## src/logic/csc_regs.svh

```systemverilog
// constants of the card supply class and answer-to-reset block
`ifndef CSC_REGS_SVH
`define CSC_REGS_SVH

// answer-to-reset characters
`define CSC_TS          8'h3b
`define CSC_T0_Y1       4'h9
`define CSC_HIST_CNT    4'h7
`define CSC_TA1         8'h95
`define CSC_TD1         8'h80
`define CSC_TD2         8'h1f
`define CSC_CAT_IND     8'h80
`define CSC_TAG_SVC     8'h31
`define CSC_SVC_DATA    8'ha0
`define CSC_TAG_CAP     8'h73
`define CSC_CAP_D1      8'h80
`define CSC_CAP_D2      8'h21
`define CSC_CAP_D3      8'h40
`define CSC_CLK_STOP    2'h3
`define CSC_LAST_IDX    4'hc
`define CSC_TCK_IDX     4'hd

// supply class field of the class byte
`define CSC_CLASS_W     5
`define CSC_CLASS_DFLT  5'h03

// timing, in link clock edges and elementary time units
`define CSC_ETU_372_1   9'h174
`define CSC_ETU_512_8   9'h040
`define CSC_ETU_512_16  9'h020
`define CSC_ATR_DELAY   9'h190
`define CSC_FRAME_BITS  4'ha
`define CSC_GUARD_ETU   4'h2

// data buffer
`define CSC_FIFO_DEPTH  32
`define CSC_FIFO_MARGIN 6'h1e

`endif

```

## src/logic/csc_pkg.sv

```systemverilog
// types of the card supply class and answer-to-reset block
package csc_pkg;

  // rate factor pair in use after the answer
  typedef enum logic [1:0] {RATE_372_1, RATE_512_8, RATE_512_16} csc_rate_t;

  // exchange phase after the reset contact
  typedef enum logic [1:0] {PH_HOLD, PH_DELAY, PH_LOAD, PH_RUN} csc_phase_t;

  // character transmitter
  typedef enum logic [1:0] {TX_IDLE, TX_BIT, TX_GUARD} csc_tx_t;

  // one buffered character, answer or user
  typedef struct packed {
    logic       user;
    logic [7:0] data;
  } csc_word_t;

  // whole state of the top module
  typedef struct packed {
    logic [2:0] clk_sync;
    logic [1:0] rst_sync;
    logic [1:0] io_sync;
    csc_phase_t phase;
    logic [8:0] dly;
    logic [3:0] idx;
    logic [7:0] tck;
    csc_tx_t    tx;
    logic [3:0] bit_n;
    logic [8:0] etu_cnt;
    logic [8:0] etu_len;
    logic [9:0] frame;
    logic       io_out;
    logic       io_oe;
    logic       atr_done;
    logic       in_ready;
  } csc_state_t;

endpackage

```

## src/logic/csc_card_atr.sv

```systemverilog
// card side answer-to-reset sender with supply class report and data buffer
// Function
// terminal first powers at its lowest class
// no answer: terminal retries one class up
// unlisted class: terminal moves to listed class
// corrupted answer: three retries same class
// then only next higher class allowed
// class byte bits zero..four mark A..E
// supported classes form one adjacent run
// terminal accepts all interface and historical bytes
// answer carries the T=15 global characters
// first historical byte is category 80
// service object 31 then capabilities 73
// support 372/1, 512/8 and 512/16 rates
// terminal starts negotiation for other rates
// first TA byte states supported rate factors
// answer is first string after reset
// terminal finishes class switching before anything else
// missing announced characters mean protocol error
// terminal rejects: card off, host flag
// terminal picks lowest common class
`timescale 1ns/1ps
`include "csc_regs.svh"

// buffer of characters between the loader and the line
module csc_fifo #(
  parameter int W = 9,
  parameter int D = 32
) (
  // clock and reset
  input  wire logic         clk,
  input  wire logic         rst,
  input  wire logic         clear,
  // filling side
  input  wire logic         in_valid,
  output logic              in_ready,
  input  wire logic [W-1:0] in_data,
  // draining side
  output logic              out_valid,
  input  wire logic         out_ready,
  output logic [W-1:0]      out_data,
  // fill level
  output logic [$clog2(D):0] count
);
  localparam int AW = $clog2(D);

  // whole buffer state
  typedef struct packed {
    logic [D-1:0][W-1:0] mem;
    logic [AW-1:0]       wp;
    logic [AW-1:0]       rp;
    logic [AW:0]         cnt;
  } csc_fifo_st_t;

  csc_fifo_st_t st_reg;   // registered state
  csc_fifo_st_t st_next;  // next state
  logic         push;     // write this cycle
  logic         pop;      // read this cycle

  // honest flags from the count
  assign in_ready  = (st_reg.cnt != (AW+1)'(D));
  assign out_valid = (st_reg.cnt != '0);
  assign out_data  = st_reg.mem[st_reg.rp];
  assign count     = st_reg.cnt;
  assign push      = in_valid & in_ready;
  assign pop       = out_valid & out_ready;

  // pointer and count update
  always_comb begin
    st_next = st_reg;
    if (clear) begin
      st_next.wp  = '0;
      st_next.rp  = '0;
      st_next.cnt = '0;
    end else begin
      if (push) begin
        st_next.mem[st_reg.wp] = in_data;
        st_next.wp             = st_reg.wp + 1'b1;
      end
      if (pop) begin
        st_next.rp = st_reg.rp + 1'b1;
      end
      st_next.cnt = st_reg.cnt + (AW+1)'(push) - (AW+1)'(pop);
    end
  end

  // state register
  always_ff @(posedge clk or posedge rst) begin
    if (rst) begin
      st_reg <= '0;
    end else begin
      st_reg <= st_next;
    end
  end
endmodule // csc_fifo

// card end of the contact interface
module csc_card_atr #(
  parameter logic [`CSC_CLASS_W-1:0] CLASS_SUPPORT = `CSC_CLASS_DFLT
) (
  // clock and reset
  input  wire logic              clk,
  input  wire logic              rst,
  // card contacts
  input  wire logic              card_clk,
  input  wire logic              card_rst_n,
  input  wire logic              io_in,
  output logic                   io_out,
  output logic                   io_oe,
  // rate chosen after negotiation
  input  wire csc_pkg::csc_rate_t rate_sel,
  // user data stream toward the terminal
  input  wire logic              tx_valid,
  output logic                   tx_ready,
  input  wire logic [7:0]        tx_data,
  // status
  output logic                   atr_done
);
  csc_pkg::csc_state_t s_reg;   // registered state
  csc_pkg::csc_state_t s_next;  // next state
  csc_pkg::csc_word_t  f_in;    // word into the buffer
  csc_pkg::csc_word_t  f_out;   // word out of the buffer
  logic                f_in_valid;
  logic                f_in_ready;
  logic                f_out_valid;
  logic                f_out_ready;
  logic                f_clear;
  logic [5:0]          f_count;
  logic [`CSC_CLASS_W-1:0] cls;  // class field sent

  // lowest set bit of a class field
  function automatic logic [`CSC_CLASS_W-1:0] low_bit(input logic [`CSC_CLASS_W-1:0] c);
    low_bit = c & (~c + 1'b1);
  endfunction

  // keep a contiguous run, else only the lowest class
  function automatic logic [`CSC_CLASS_W-1:0] class_fix(input logic [`CSC_CLASS_W-1:0] c);
    logic [`CSC_CLASS_W:0] sum;
    sum = {1'b0, c} + {1'b0, low_bit(c)};
    if ((sum[`CSC_CLASS_W-1:0] & c) == '0) begin
      class_fix = c;
    end else begin
      class_fix = low_bit(c);
    end
  endfunction

  // link clocks per elementary time unit
  function automatic logic [8:0] etu_of(input csc_pkg::csc_rate_t r);
    case (r)
      csc_pkg::RATE_512_8:  etu_of = `CSC_ETU_512_8;
      csc_pkg::RATE_512_16: etu_of = `CSC_ETU_512_16;
      default:              etu_of = `CSC_ETU_372_1;
    endcase
  endfunction

  // answer-to-reset character by position
  function automatic logic [7:0] atr_byte(input logic [3:0] i, input logic [`CSC_CLASS_W-1:0] c);
    case (i)
      4'h0:    atr_byte = `CSC_TS;
      4'h1:    atr_byte = {`CSC_T0_Y1, `CSC_HIST_CNT};
      4'h2:    atr_byte = `CSC_TA1;
      4'h3:    atr_byte = `CSC_TD1;
      4'h4:    atr_byte = `CSC_TD2;
      4'h5:    atr_byte = {`CSC_CLK_STOP, 1'b0, c};
      4'h6:    atr_byte = `CSC_CAT_IND;
      4'h7:    atr_byte = `CSC_TAG_SVC;
      4'h8:    atr_byte = `CSC_SVC_DATA;
      4'h9:    atr_byte = `CSC_TAG_CAP;
      4'ha:    atr_byte = `CSC_CAP_D1;
      4'hb:    atr_byte = `CSC_CAP_D2;
      default: atr_byte = `CSC_CAP_D3;
    endcase
  endfunction

  assign cls = class_fix(CLASS_SUPPORT);

  // character buffer
  csc_fifo #(
    .W ($bits(csc_pkg::csc_word_t)),
    .D (`CSC_FIFO_DEPTH)
  ) u_fifo (
    .clk       (clk),
    .rst       (rst),
    .clear     (f_clear),
    .in_valid  (f_in_valid),
    .in_ready  (f_in_ready),
    .in_data   (f_in),
    .out_valid (f_out_valid),
    .out_ready (f_out_ready),
    .out_data  (f_out),
    .count     (f_count)
  );

  // buffer feed: answer bytes first, user bytes only afterwards
  always_comb begin
    f_clear    = (s_reg.phase == csc_pkg::PH_HOLD);
    f_in       = '0;
    f_in_valid = 1'b0;
    if (s_reg.phase == csc_pkg::PH_LOAD) begin
      f_in_valid = 1'b1;
      f_in.data  = (s_reg.idx == `CSC_TCK_IDX) ? s_reg.tck : atr_byte(s_reg.idx, cls);
    end else if (s_reg.phase == csc_pkg::PH_RUN) begin
      f_in_valid = tx_valid & s_reg.in_ready;
      f_in.user  = 1'b1;
      f_in.data  = tx_data;
    end
  end

  // line idle and a character waiting
  assign f_out_ready = (s_reg.tx == csc_pkg::TX_IDLE) && (s_reg.phase != csc_pkg::PH_HOLD) && s_reg.io_sync[1];

  // next state of sync, loader and transmitter
  always_comb begin
    logic tick;
    logic edge_seen;
    tick      = 1'b0;
    edge_seen = 1'b0;
    s_next    = s_reg;
    // two-stage synchronisers and edge memory
    s_next.clk_sync = {s_reg.clk_sync[1], s_reg.clk_sync[0], card_clk};
    s_next.rst_sync = {s_reg.rst_sync[0], card_rst_n};
    s_next.io_sync  = {s_reg.io_sync[0], io_in};
    edge_seen = s_reg.clk_sync[1] & ~s_reg.clk_sync[2];
    // elementary time unit counter
    if (s_reg.tx != csc_pkg::TX_IDLE && edge_seen) begin
      if (s_reg.etu_cnt == s_reg.etu_len - 1'b1) begin
        s_next.etu_cnt = '0;
        tick           = 1'b1;
      end else begin
        s_next.etu_cnt = s_reg.etu_cnt + 1'b1;
      end
    end
    // exchange phase
    case (s_reg.phase)
      csc_pkg::PH_HOLD: begin
        s_next.dly      = '0;
        s_next.idx      = '0;
        s_next.tck      = '0;
        s_next.atr_done = 1'b0;
        if (s_reg.rst_sync[1]) begin
          s_next.phase = csc_pkg::PH_DELAY;
        end
      end
      csc_pkg::PH_DELAY: begin
        if (edge_seen) begin
          s_next.dly = s_reg.dly + 1'b1;
        end
        if (s_reg.dly == `CSC_ATR_DELAY) begin
          s_next.phase = csc_pkg::PH_LOAD;
        end
      end
      csc_pkg::PH_LOAD: begin
        // check byte is the xor of all bytes after the initial one
        if (f_in_ready) begin
          s_next.idx = s_reg.idx + 1'b1;
          if (s_reg.idx != '0) begin
            s_next.tck = s_reg.tck ^ f_in.data;
          end
          if (s_reg.idx == `CSC_TCK_IDX) begin
            s_next.phase    = csc_pkg::PH_RUN;
            s_next.atr_done = 1'b1;
          end
        end
      end
      csc_pkg::PH_RUN: begin
        s_next.phase = csc_pkg::PH_RUN;
      end
      default: begin
        s_next.phase = csc_pkg::PH_HOLD;
      end
    endcase
    // user side may write only with room to spare
    s_next.in_ready = (s_next.phase == csc_pkg::PH_RUN) && (f_count < `CSC_FIFO_MARGIN);
    // character transmitter
    case (s_reg.tx)
      csc_pkg::TX_IDLE: begin
        s_next.io_oe = 1'b0;
        if (f_out_ready && f_out_valid) begin
          s_next.tx      = csc_pkg::TX_BIT;
          s_next.bit_n   = '0;
          s_next.etu_cnt = '0;
          s_next.frame   = {^f_out.data, f_out.data, 1'b0};
          s_next.etu_len = f_out.user ? etu_of(rate_sel) : `CSC_ETU_372_1;
          s_next.io_oe   = 1'b1;
        end
      end
      csc_pkg::TX_BIT: begin
        if (tick) begin
          if (s_reg.bit_n == `CSC_FRAME_BITS - 1'b1) begin
            s_next.tx    = csc_pkg::TX_GUARD;
            s_next.bit_n = '0;
            s_next.io_oe = 1'b0;
          end else begin
            s_next.bit_n = s_reg.bit_n + 1'b1;
            s_next.frame = {1'b1, s_reg.frame[9:1]};
            s_next.io_oe = ~s_reg.frame[1];
          end
        end
      end
      csc_pkg::TX_GUARD: begin
        s_next.io_oe = 1'b0;
        if (tick) begin
          s_next.bit_n = s_reg.bit_n + 1'b1;
          if (s_reg.bit_n == `CSC_GUARD_ETU - 1'b1) begin
            s_next.tx = csc_pkg::TX_IDLE;
          end
        end
      end
      default: begin
        s_next.tx    = csc_pkg::TX_IDLE;
        s_next.io_oe = 1'b0;
      end
    endcase
    // reset contact low stops everything and releases the line
    if (!s_reg.rst_sync[1]) begin
      s_next.phase    = csc_pkg::PH_HOLD;
      s_next.tx       = csc_pkg::TX_IDLE;
      s_next.io_oe    = 1'b0;
      s_next.in_ready = 1'b0;
      s_next.atr_done = 1'b0;
    end
    s_next.io_out = 1'b0;
  end

  // state register
  always_ff @(posedge clk or posedge rst) begin
    if (rst) begin
      s_reg <= '0;
    end else begin
      s_reg <= s_next;
    end
  end

  // outputs straight from the state register
  assign io_out   = s_reg.io_out;
  assign io_oe    = s_reg.io_oe;
  assign tx_ready = s_reg.in_ready;
  assign atr_done = s_reg.atr_done;
endmodule // csc_card_atr

```

## config.mk

```make
export PLATFORM = sky130hd
export DESIGN_NAME = csc_card_atr
export DESIGN_NICKNAME = d
export VERILOG_FILES = /design/src/logic/csc_pkg.sv /design/src/logic/csc_card_atr.sv
export VERILOG_INCLUDE_DIRS = /design/src /design/src/logic
export SDC_FILE = /design/constraint.sdc
export NUM_CORES = 1
export LEC_CHECK = 0
export BUFFER_PORTS_ARGS = -buffer_cell sky130_fd_sc_hd__buf_4
export CORE_MARGIN = 3
export CORE_UTILIZATION = 45
export CTS_CLUSTER_DIAMETER = 100
export DETAILED_ROUTE_END_ITERATION = 7
export PLACE_DENSITY = 0.67
export SLEW_MARGIN = 10
export SYNTH_ARGS = -nofsm -noshare
export SYNTH_HDL_FRONTEND = slang
export SYNTH_HIERARCHICAL = 1
export SYNTH_SLANG_ARGS = --single-unit
```

## constraint.sdc

```tcl
create_clock -name clk -period 19.32 [get_ports clk]
set_clock_uncertainty 0.05 [all_clocks]
set_input_delay 0.966 -clock clk [delete_from_list [all_inputs] [get_ports clk]]
set_output_delay 0.966 -clock clk [all_outputs]
set_load 0.02 [all_outputs]
```

== Yosys cells after proc, flatten, opt, wreduce, memory -nomap -nowiden ==
Memories as Yosys holds them, arrays and structs flattened.
Cells that the tools add are included.
Cells by class
  magnitude comparators: 4
  $add $sub $neg: 9
  equality and inequality tests: 29
  bitwise operators: 8
  muxes and demuxes: 52
  reduce and logical (&&, ||, !) cells: 28
Operators by type and width (count)
  $bwmux W288: 1
  $mux W9: 7
  $bmux W9 S5: 1
  $demux W9 S5: 1
  $pmux W9 S2: 2
  $mux W34: 1
  $mux W8: 3
  $pmux W12 S2: 1
  $mux W10: 2
  $pmux W10 S2: 1
  $add A9 B1 Y9 const B: 2
  $mux W18: 1
  $mux W16: 1
  $mux W2: 8
  $reduce_bool A2 Y1: 7
  $lt A5 B6 Y1 const B: 2
  $mux W12: 1
  $mux W6: 2
  $ne A3 B3 Y1 const B: 4
  $pmux W4 S3: 1
  $add A5 B1 Y5 const B: 2
  $eq A2 B2 Y1 const B: 5
  $mux W1: 10
  $mux W5: 2
  34 further kinds: 62
Word-level totals
  word-level logic and storage cells: 181
  output and inout bits: 4
  memories: 1
  memory bits (read-only): 128
  input bits: 16
  register bits after elaboration: 371
Memories
  (no name shown): depth 16, width 8, read ports 1, clocked after Yosys merged registers in 0, wr ports 0, line csc_card_atr.sv:158  | case (i)

== Depth between registers and ports, before layout ==
  depth after elaboration: 7
  gate-level depth with buffers: 14
  depth with buffers taken out: 14

== Cells and area by module ==
The synthesis kept the hierarchy.
By module, submodules not included
  csc_fifo: area an instance 14388.8 sq um, seq. area each 7607.3 sq um, instances 1, cells an instance 948
  csc_card_atr: area an instance 3523.4 sq um, seq. area each 1501.4 sq um, instances 1, cells an instance 397

== Worst setup path before layout ==
Ideal clock, no wire load.
  kind: input -> register
  start: input tx_valid
  end: register u_fifo.st_reg (netlist bit u_fifo/count[4])
  stages: 11
  arrival time: 2.776 ns
  library setup time: 0.132 ns
  slack: 16.362 ns
  path buffers: 0
  required time: 19.138 ns
  path through: nand2_1 > a21oi_1 > nand2_1 > ha_1 > inv_1 > ha_1 > fa_1 > a21oi_1 > o21bai_1 > xnor2_1 > nor2_1
RTL lines
  from (decl): line csc_card_atr.sv:113  | input wire logic tx_valid,
  to (signal assigned): line csc_card_atr.sv:92  | st_reg <= st_next;
  to (decl): line csc_card_atr.sv:55  | csc_fifo_st_t st_reg;

==> qor.txt <==
Worst hold path depth = 0
Critical Path RT = 19.66 ns
Vias in the first global route = 11.3k
Netlist Area Pre-Place = 17900 sq um
Status = finished clean
Kind of capture point of the worst setup path = register
Total Routed Length = 41.1 mm
Violation count after the first detailed-route iteration = 702
Die span in x = 205 um
Floorplan core area = 39000 sq um
Count of maximum capacitance violations = 0
Die Ht = 205 um
Top Ports = 20
Via Count = 10.7k
Crit path DAT = 4.40 ns
Total Die Area = 42200 sq um
Number of antenna-violating nets in the routed design = 0
Latest clock arrival within the worst-skew pair = 0.54 ns
RSZ-0062 raised after global routing = no
Remaining Overflow, GRT = 0
Remaining DRCs = 0
Synthesized Nets = 1393
Antenna violations before repair = 0
Diodes inserted = 0
Clock Tree Root = sky130_fd_sc_hd__clkbuf_16
R2r setup slk = 15.26 ns
Clock-pin transition on the worst setup and hold timing paths = 0.06 ns
Number of buffers inserted for hold repair after clock tree synthesis = 0
Placer congestion estimate = 0.806
Power Dens Cells = 77.9 nW/um^2
Cts bufs inserted = 39
Max FFs per register = 298
Total chip power = 0.00153 W
IO Port Bufs = 18
Leakage power total = 9.25 nW
Mean number of vias per cell = 5.73
Worst setup path class = reg -> reg
Maximum achievable frequency = 246 MHz
Routed len/inst = 22.0 um
Starting density of the core = 45.9%
Path depth of the worst reg2reg path = 10
Slew @ Worst Pin = 1.08 ns
Worst Hold Launch = s_next[62]$_DFF_PP0_
Pin count of the biggest net entering global routing = 128
Area added between synthesis and finish = 9.88%
Kind of launch point of the worst setup path = register
1st-pass router iterations = 4
Max Root-Sink Buffers = 3
Worst-path fanout max = 50
Synth warn = 6
Path category of the worst min-delay check = reg -> reg
Final hold violation count = 0
Startpoint of the worst-slack reg-to-reg timing path = u_fifo/st_reg[6]$_DFFE_PP0P_
Worst supply voltage drop on vdd = 72.5 uV
Min Tclk post-route = 4.06 ns
Number of standard-cell rows in the floorplan = 72
Setup Buffers After CTS = 0
Slew Viols, Final = 0
Wire length of the first global-routing pass = 66.2 mm
Number of nets at the end of the flow = 1376
Syn Area/Cell = 13.3 sq um
Number of clock sinks seen by CTS = 364
HPWL reported at the end of detailed placement = 25.5 mm
R2R Path End = s_reg[13]$_DFFE_PP0P_
Post-cts gate resize count = 0
Final setup violating endpoints = 0
Relative max-transition margin = 28.0%
Portion of the clock cycle consumed by the worst path in the final layout = 21.0%
Final total negative setup slack = 0 ns
Share of layout cells above drive strength 1 = 36.0%
Tot GR Track Use = 20.1%
Destination of the worst hold path = s_reg[62]$_DFF_PP0_
Synth Instances = 1344
Htree depth = 2
CTS tree = done
per-stage QoR:
step	hold slack, ns	util (%)	cell area [sq um]	worst slack (ns)	cells
detailed placement	0.292	47.2	18400	15.20	1804
finish	0.299	50.4	19700	15.26	1870
CTS	0.303	50.4	19700	15.17	1870
global placement	0.289	47.2	18400	15.16	1804
floorplan	0.281	-	17900	9.90	1344
global route	0.305	50.4	19700	14.94	1870
how the worst max path moves through the flow:
stage,startpoint,end,slack (ns),depth (start not counted)
after floorplan,rst,u_fifo/count[0]$_DFF_PP0_,9.90,1
after global placement,u_fifo/st_reg[6]$_DFFE_PP0P_,s_reg[13]$_DFFE_PP0P_,15.16,10
after detailed placement,u_fifo/st_reg[6]$_DFFE_PP0P_,s_reg[13]$_DFFE_PP0P_,15.20,10
after CTS,u_fifo/st_reg[6]$_DFFE_PP0P_,s_reg[13]$_DFFE_PP0P_,15.17,10
after global routing,u_fifo/st_reg[6]$_DFFE_PP0P_,s_reg[13]$_DFFE_PP0P_,14.94,10
final,u_fifo/st_reg[6]$_DFFE_PP0P_,s_reg[13]$_DFFE_PP0P_,15.26,10
power breakdown:
part / leakage [nW] / internal, W / total (W) / switching [W]
combinational: 3.57 / 0.00000419 / 0.0000236 / 0.0000194
clock: 0.631 / 0.000444 / 0.000744 / 0.000301
sequential: 5.05 / 0.000764 / 0.000765 / 0.00000186
routing by layer:
| metal | track usage [%] | up-vias | wire (um) |
|---|---|---|---|
| li1 | - | 4828 | - |
| met5 | 0 | - | 0 |
| met2 | 32.1 | 198 | 19300 |
| met4 | 4.91 | 0 | 825 |
| met1 | 28.9 | 5640 | 19200 |
| met3 | 3.24 | 57 | 1690 |
placed cells by master, fill, tap and decap left out, types with 3 or more instances in the layout:
cell type and instances:
sky130_fd_sc_hd__o21ai_0 28, sky130_fd_sc_hd__nor2b_1 7, sky130_fd_sc_hd__inv_1 30, sky130_fd_sc_hd__mux2_1 17, sky130_fd_sc_hd__nor2_2 8, sky130_fd_sc_hd__o22ai_1 11, sky130_fd_sc_hd__a22oi_1 10, sky130_fd_sc_hd__clkinv_2 5
sky130_fd_sc_hd__mux2_2 243, sky130_fd_sc_hd__a31oi_1 5, sky130_fd_sc_hd__o21a_1 4, sky130_fd_sc_hd__and4_1 4, sky130_fd_sc_hd__ha_1 32, sky130_fd_sc_hd__nand4_1 8, sky130_fd_sc_hd__or3_1 6, sky130_fd_sc_hd__mux4_2 56
sky130_fd_sc_hd__clkbuf_8 10, sky130_fd_sc_hd__a22o_1 13, sky130_fd_sc_hd__xnor2_1 17, sky130_fd_sc_hd__o221ai_1 9, sky130_fd_sc_hd__nand2_2 29, sky130_fd_sc_hd__nand2b_1 6, sky130_fd_sc_hd__clkbuf_16 40, sky130_fd_sc_hd__nor3_1 9
sky130_fd_sc_hd__nor2_1 52, sky130_fd_sc_hd__xor2_1 23, sky130_fd_sc_hd__mux2i_1 40, sky130_fd_sc_hd__dfrtp_1 362, sky130_fd_sc_hd__a211oi_1 17, sky130_fd_sc_hd__and3_1 11, sky130_fd_sc_hd__mux2_4 36, sky130_fd_sc_hd__nand2_8 4
sky130_fd_sc_hd__nor4_1 3, sky130_fd_sc_hd__clkbuf_1 6, sky130_fd_sc_hd__a21oi_1 31, sky130_fd_sc_hd__a21o_1 6, sky130_fd_sc_hd__nand3_1 18, sky130_fd_sc_hd__buf_4 34, sky130_fd_sc_hd__nand2_1 55
layout make-up:
type | instances | area [sq um]
Clock buffer | 56 | 1160
Clock inverter | 10 | 118
Fill cell | 3317 | 19300
Inverter | 34 | 135
Multi-Input combinational cell | 854 | 8240
Sequential cell | 364 | 9110
Tap cell | 518 | 648
Timing Repair Buffer | 34 | 255
worst max-delay path, cell delays in order, from the launching register on:
cell                      delay (ns)
sky130_fd_sc_hd__dfrtp_4        0.94
sky130_fd_sc_hd__buf_4          0.86
sky130_fd_sc_hd__mux4_2         0.60
sky130_fd_sc_hd__mux4_2         0.48
sky130_fd_sc_hd__nor2_1         0.15
sky130_fd_sc_hd__a21oi_1        0.10
sky130_fd_sc_hd__xnor2_1        0.23
sky130_fd_sc_hd__xnor2_1        0.16
sky130_fd_sc_hd__xnor2_1        0.09
sky130_fd_sc_hd__a21oi_1        0.14
sky130_fd_sc_hd__mux2i_1        0.08
Power figures use the tool's default switching activity.
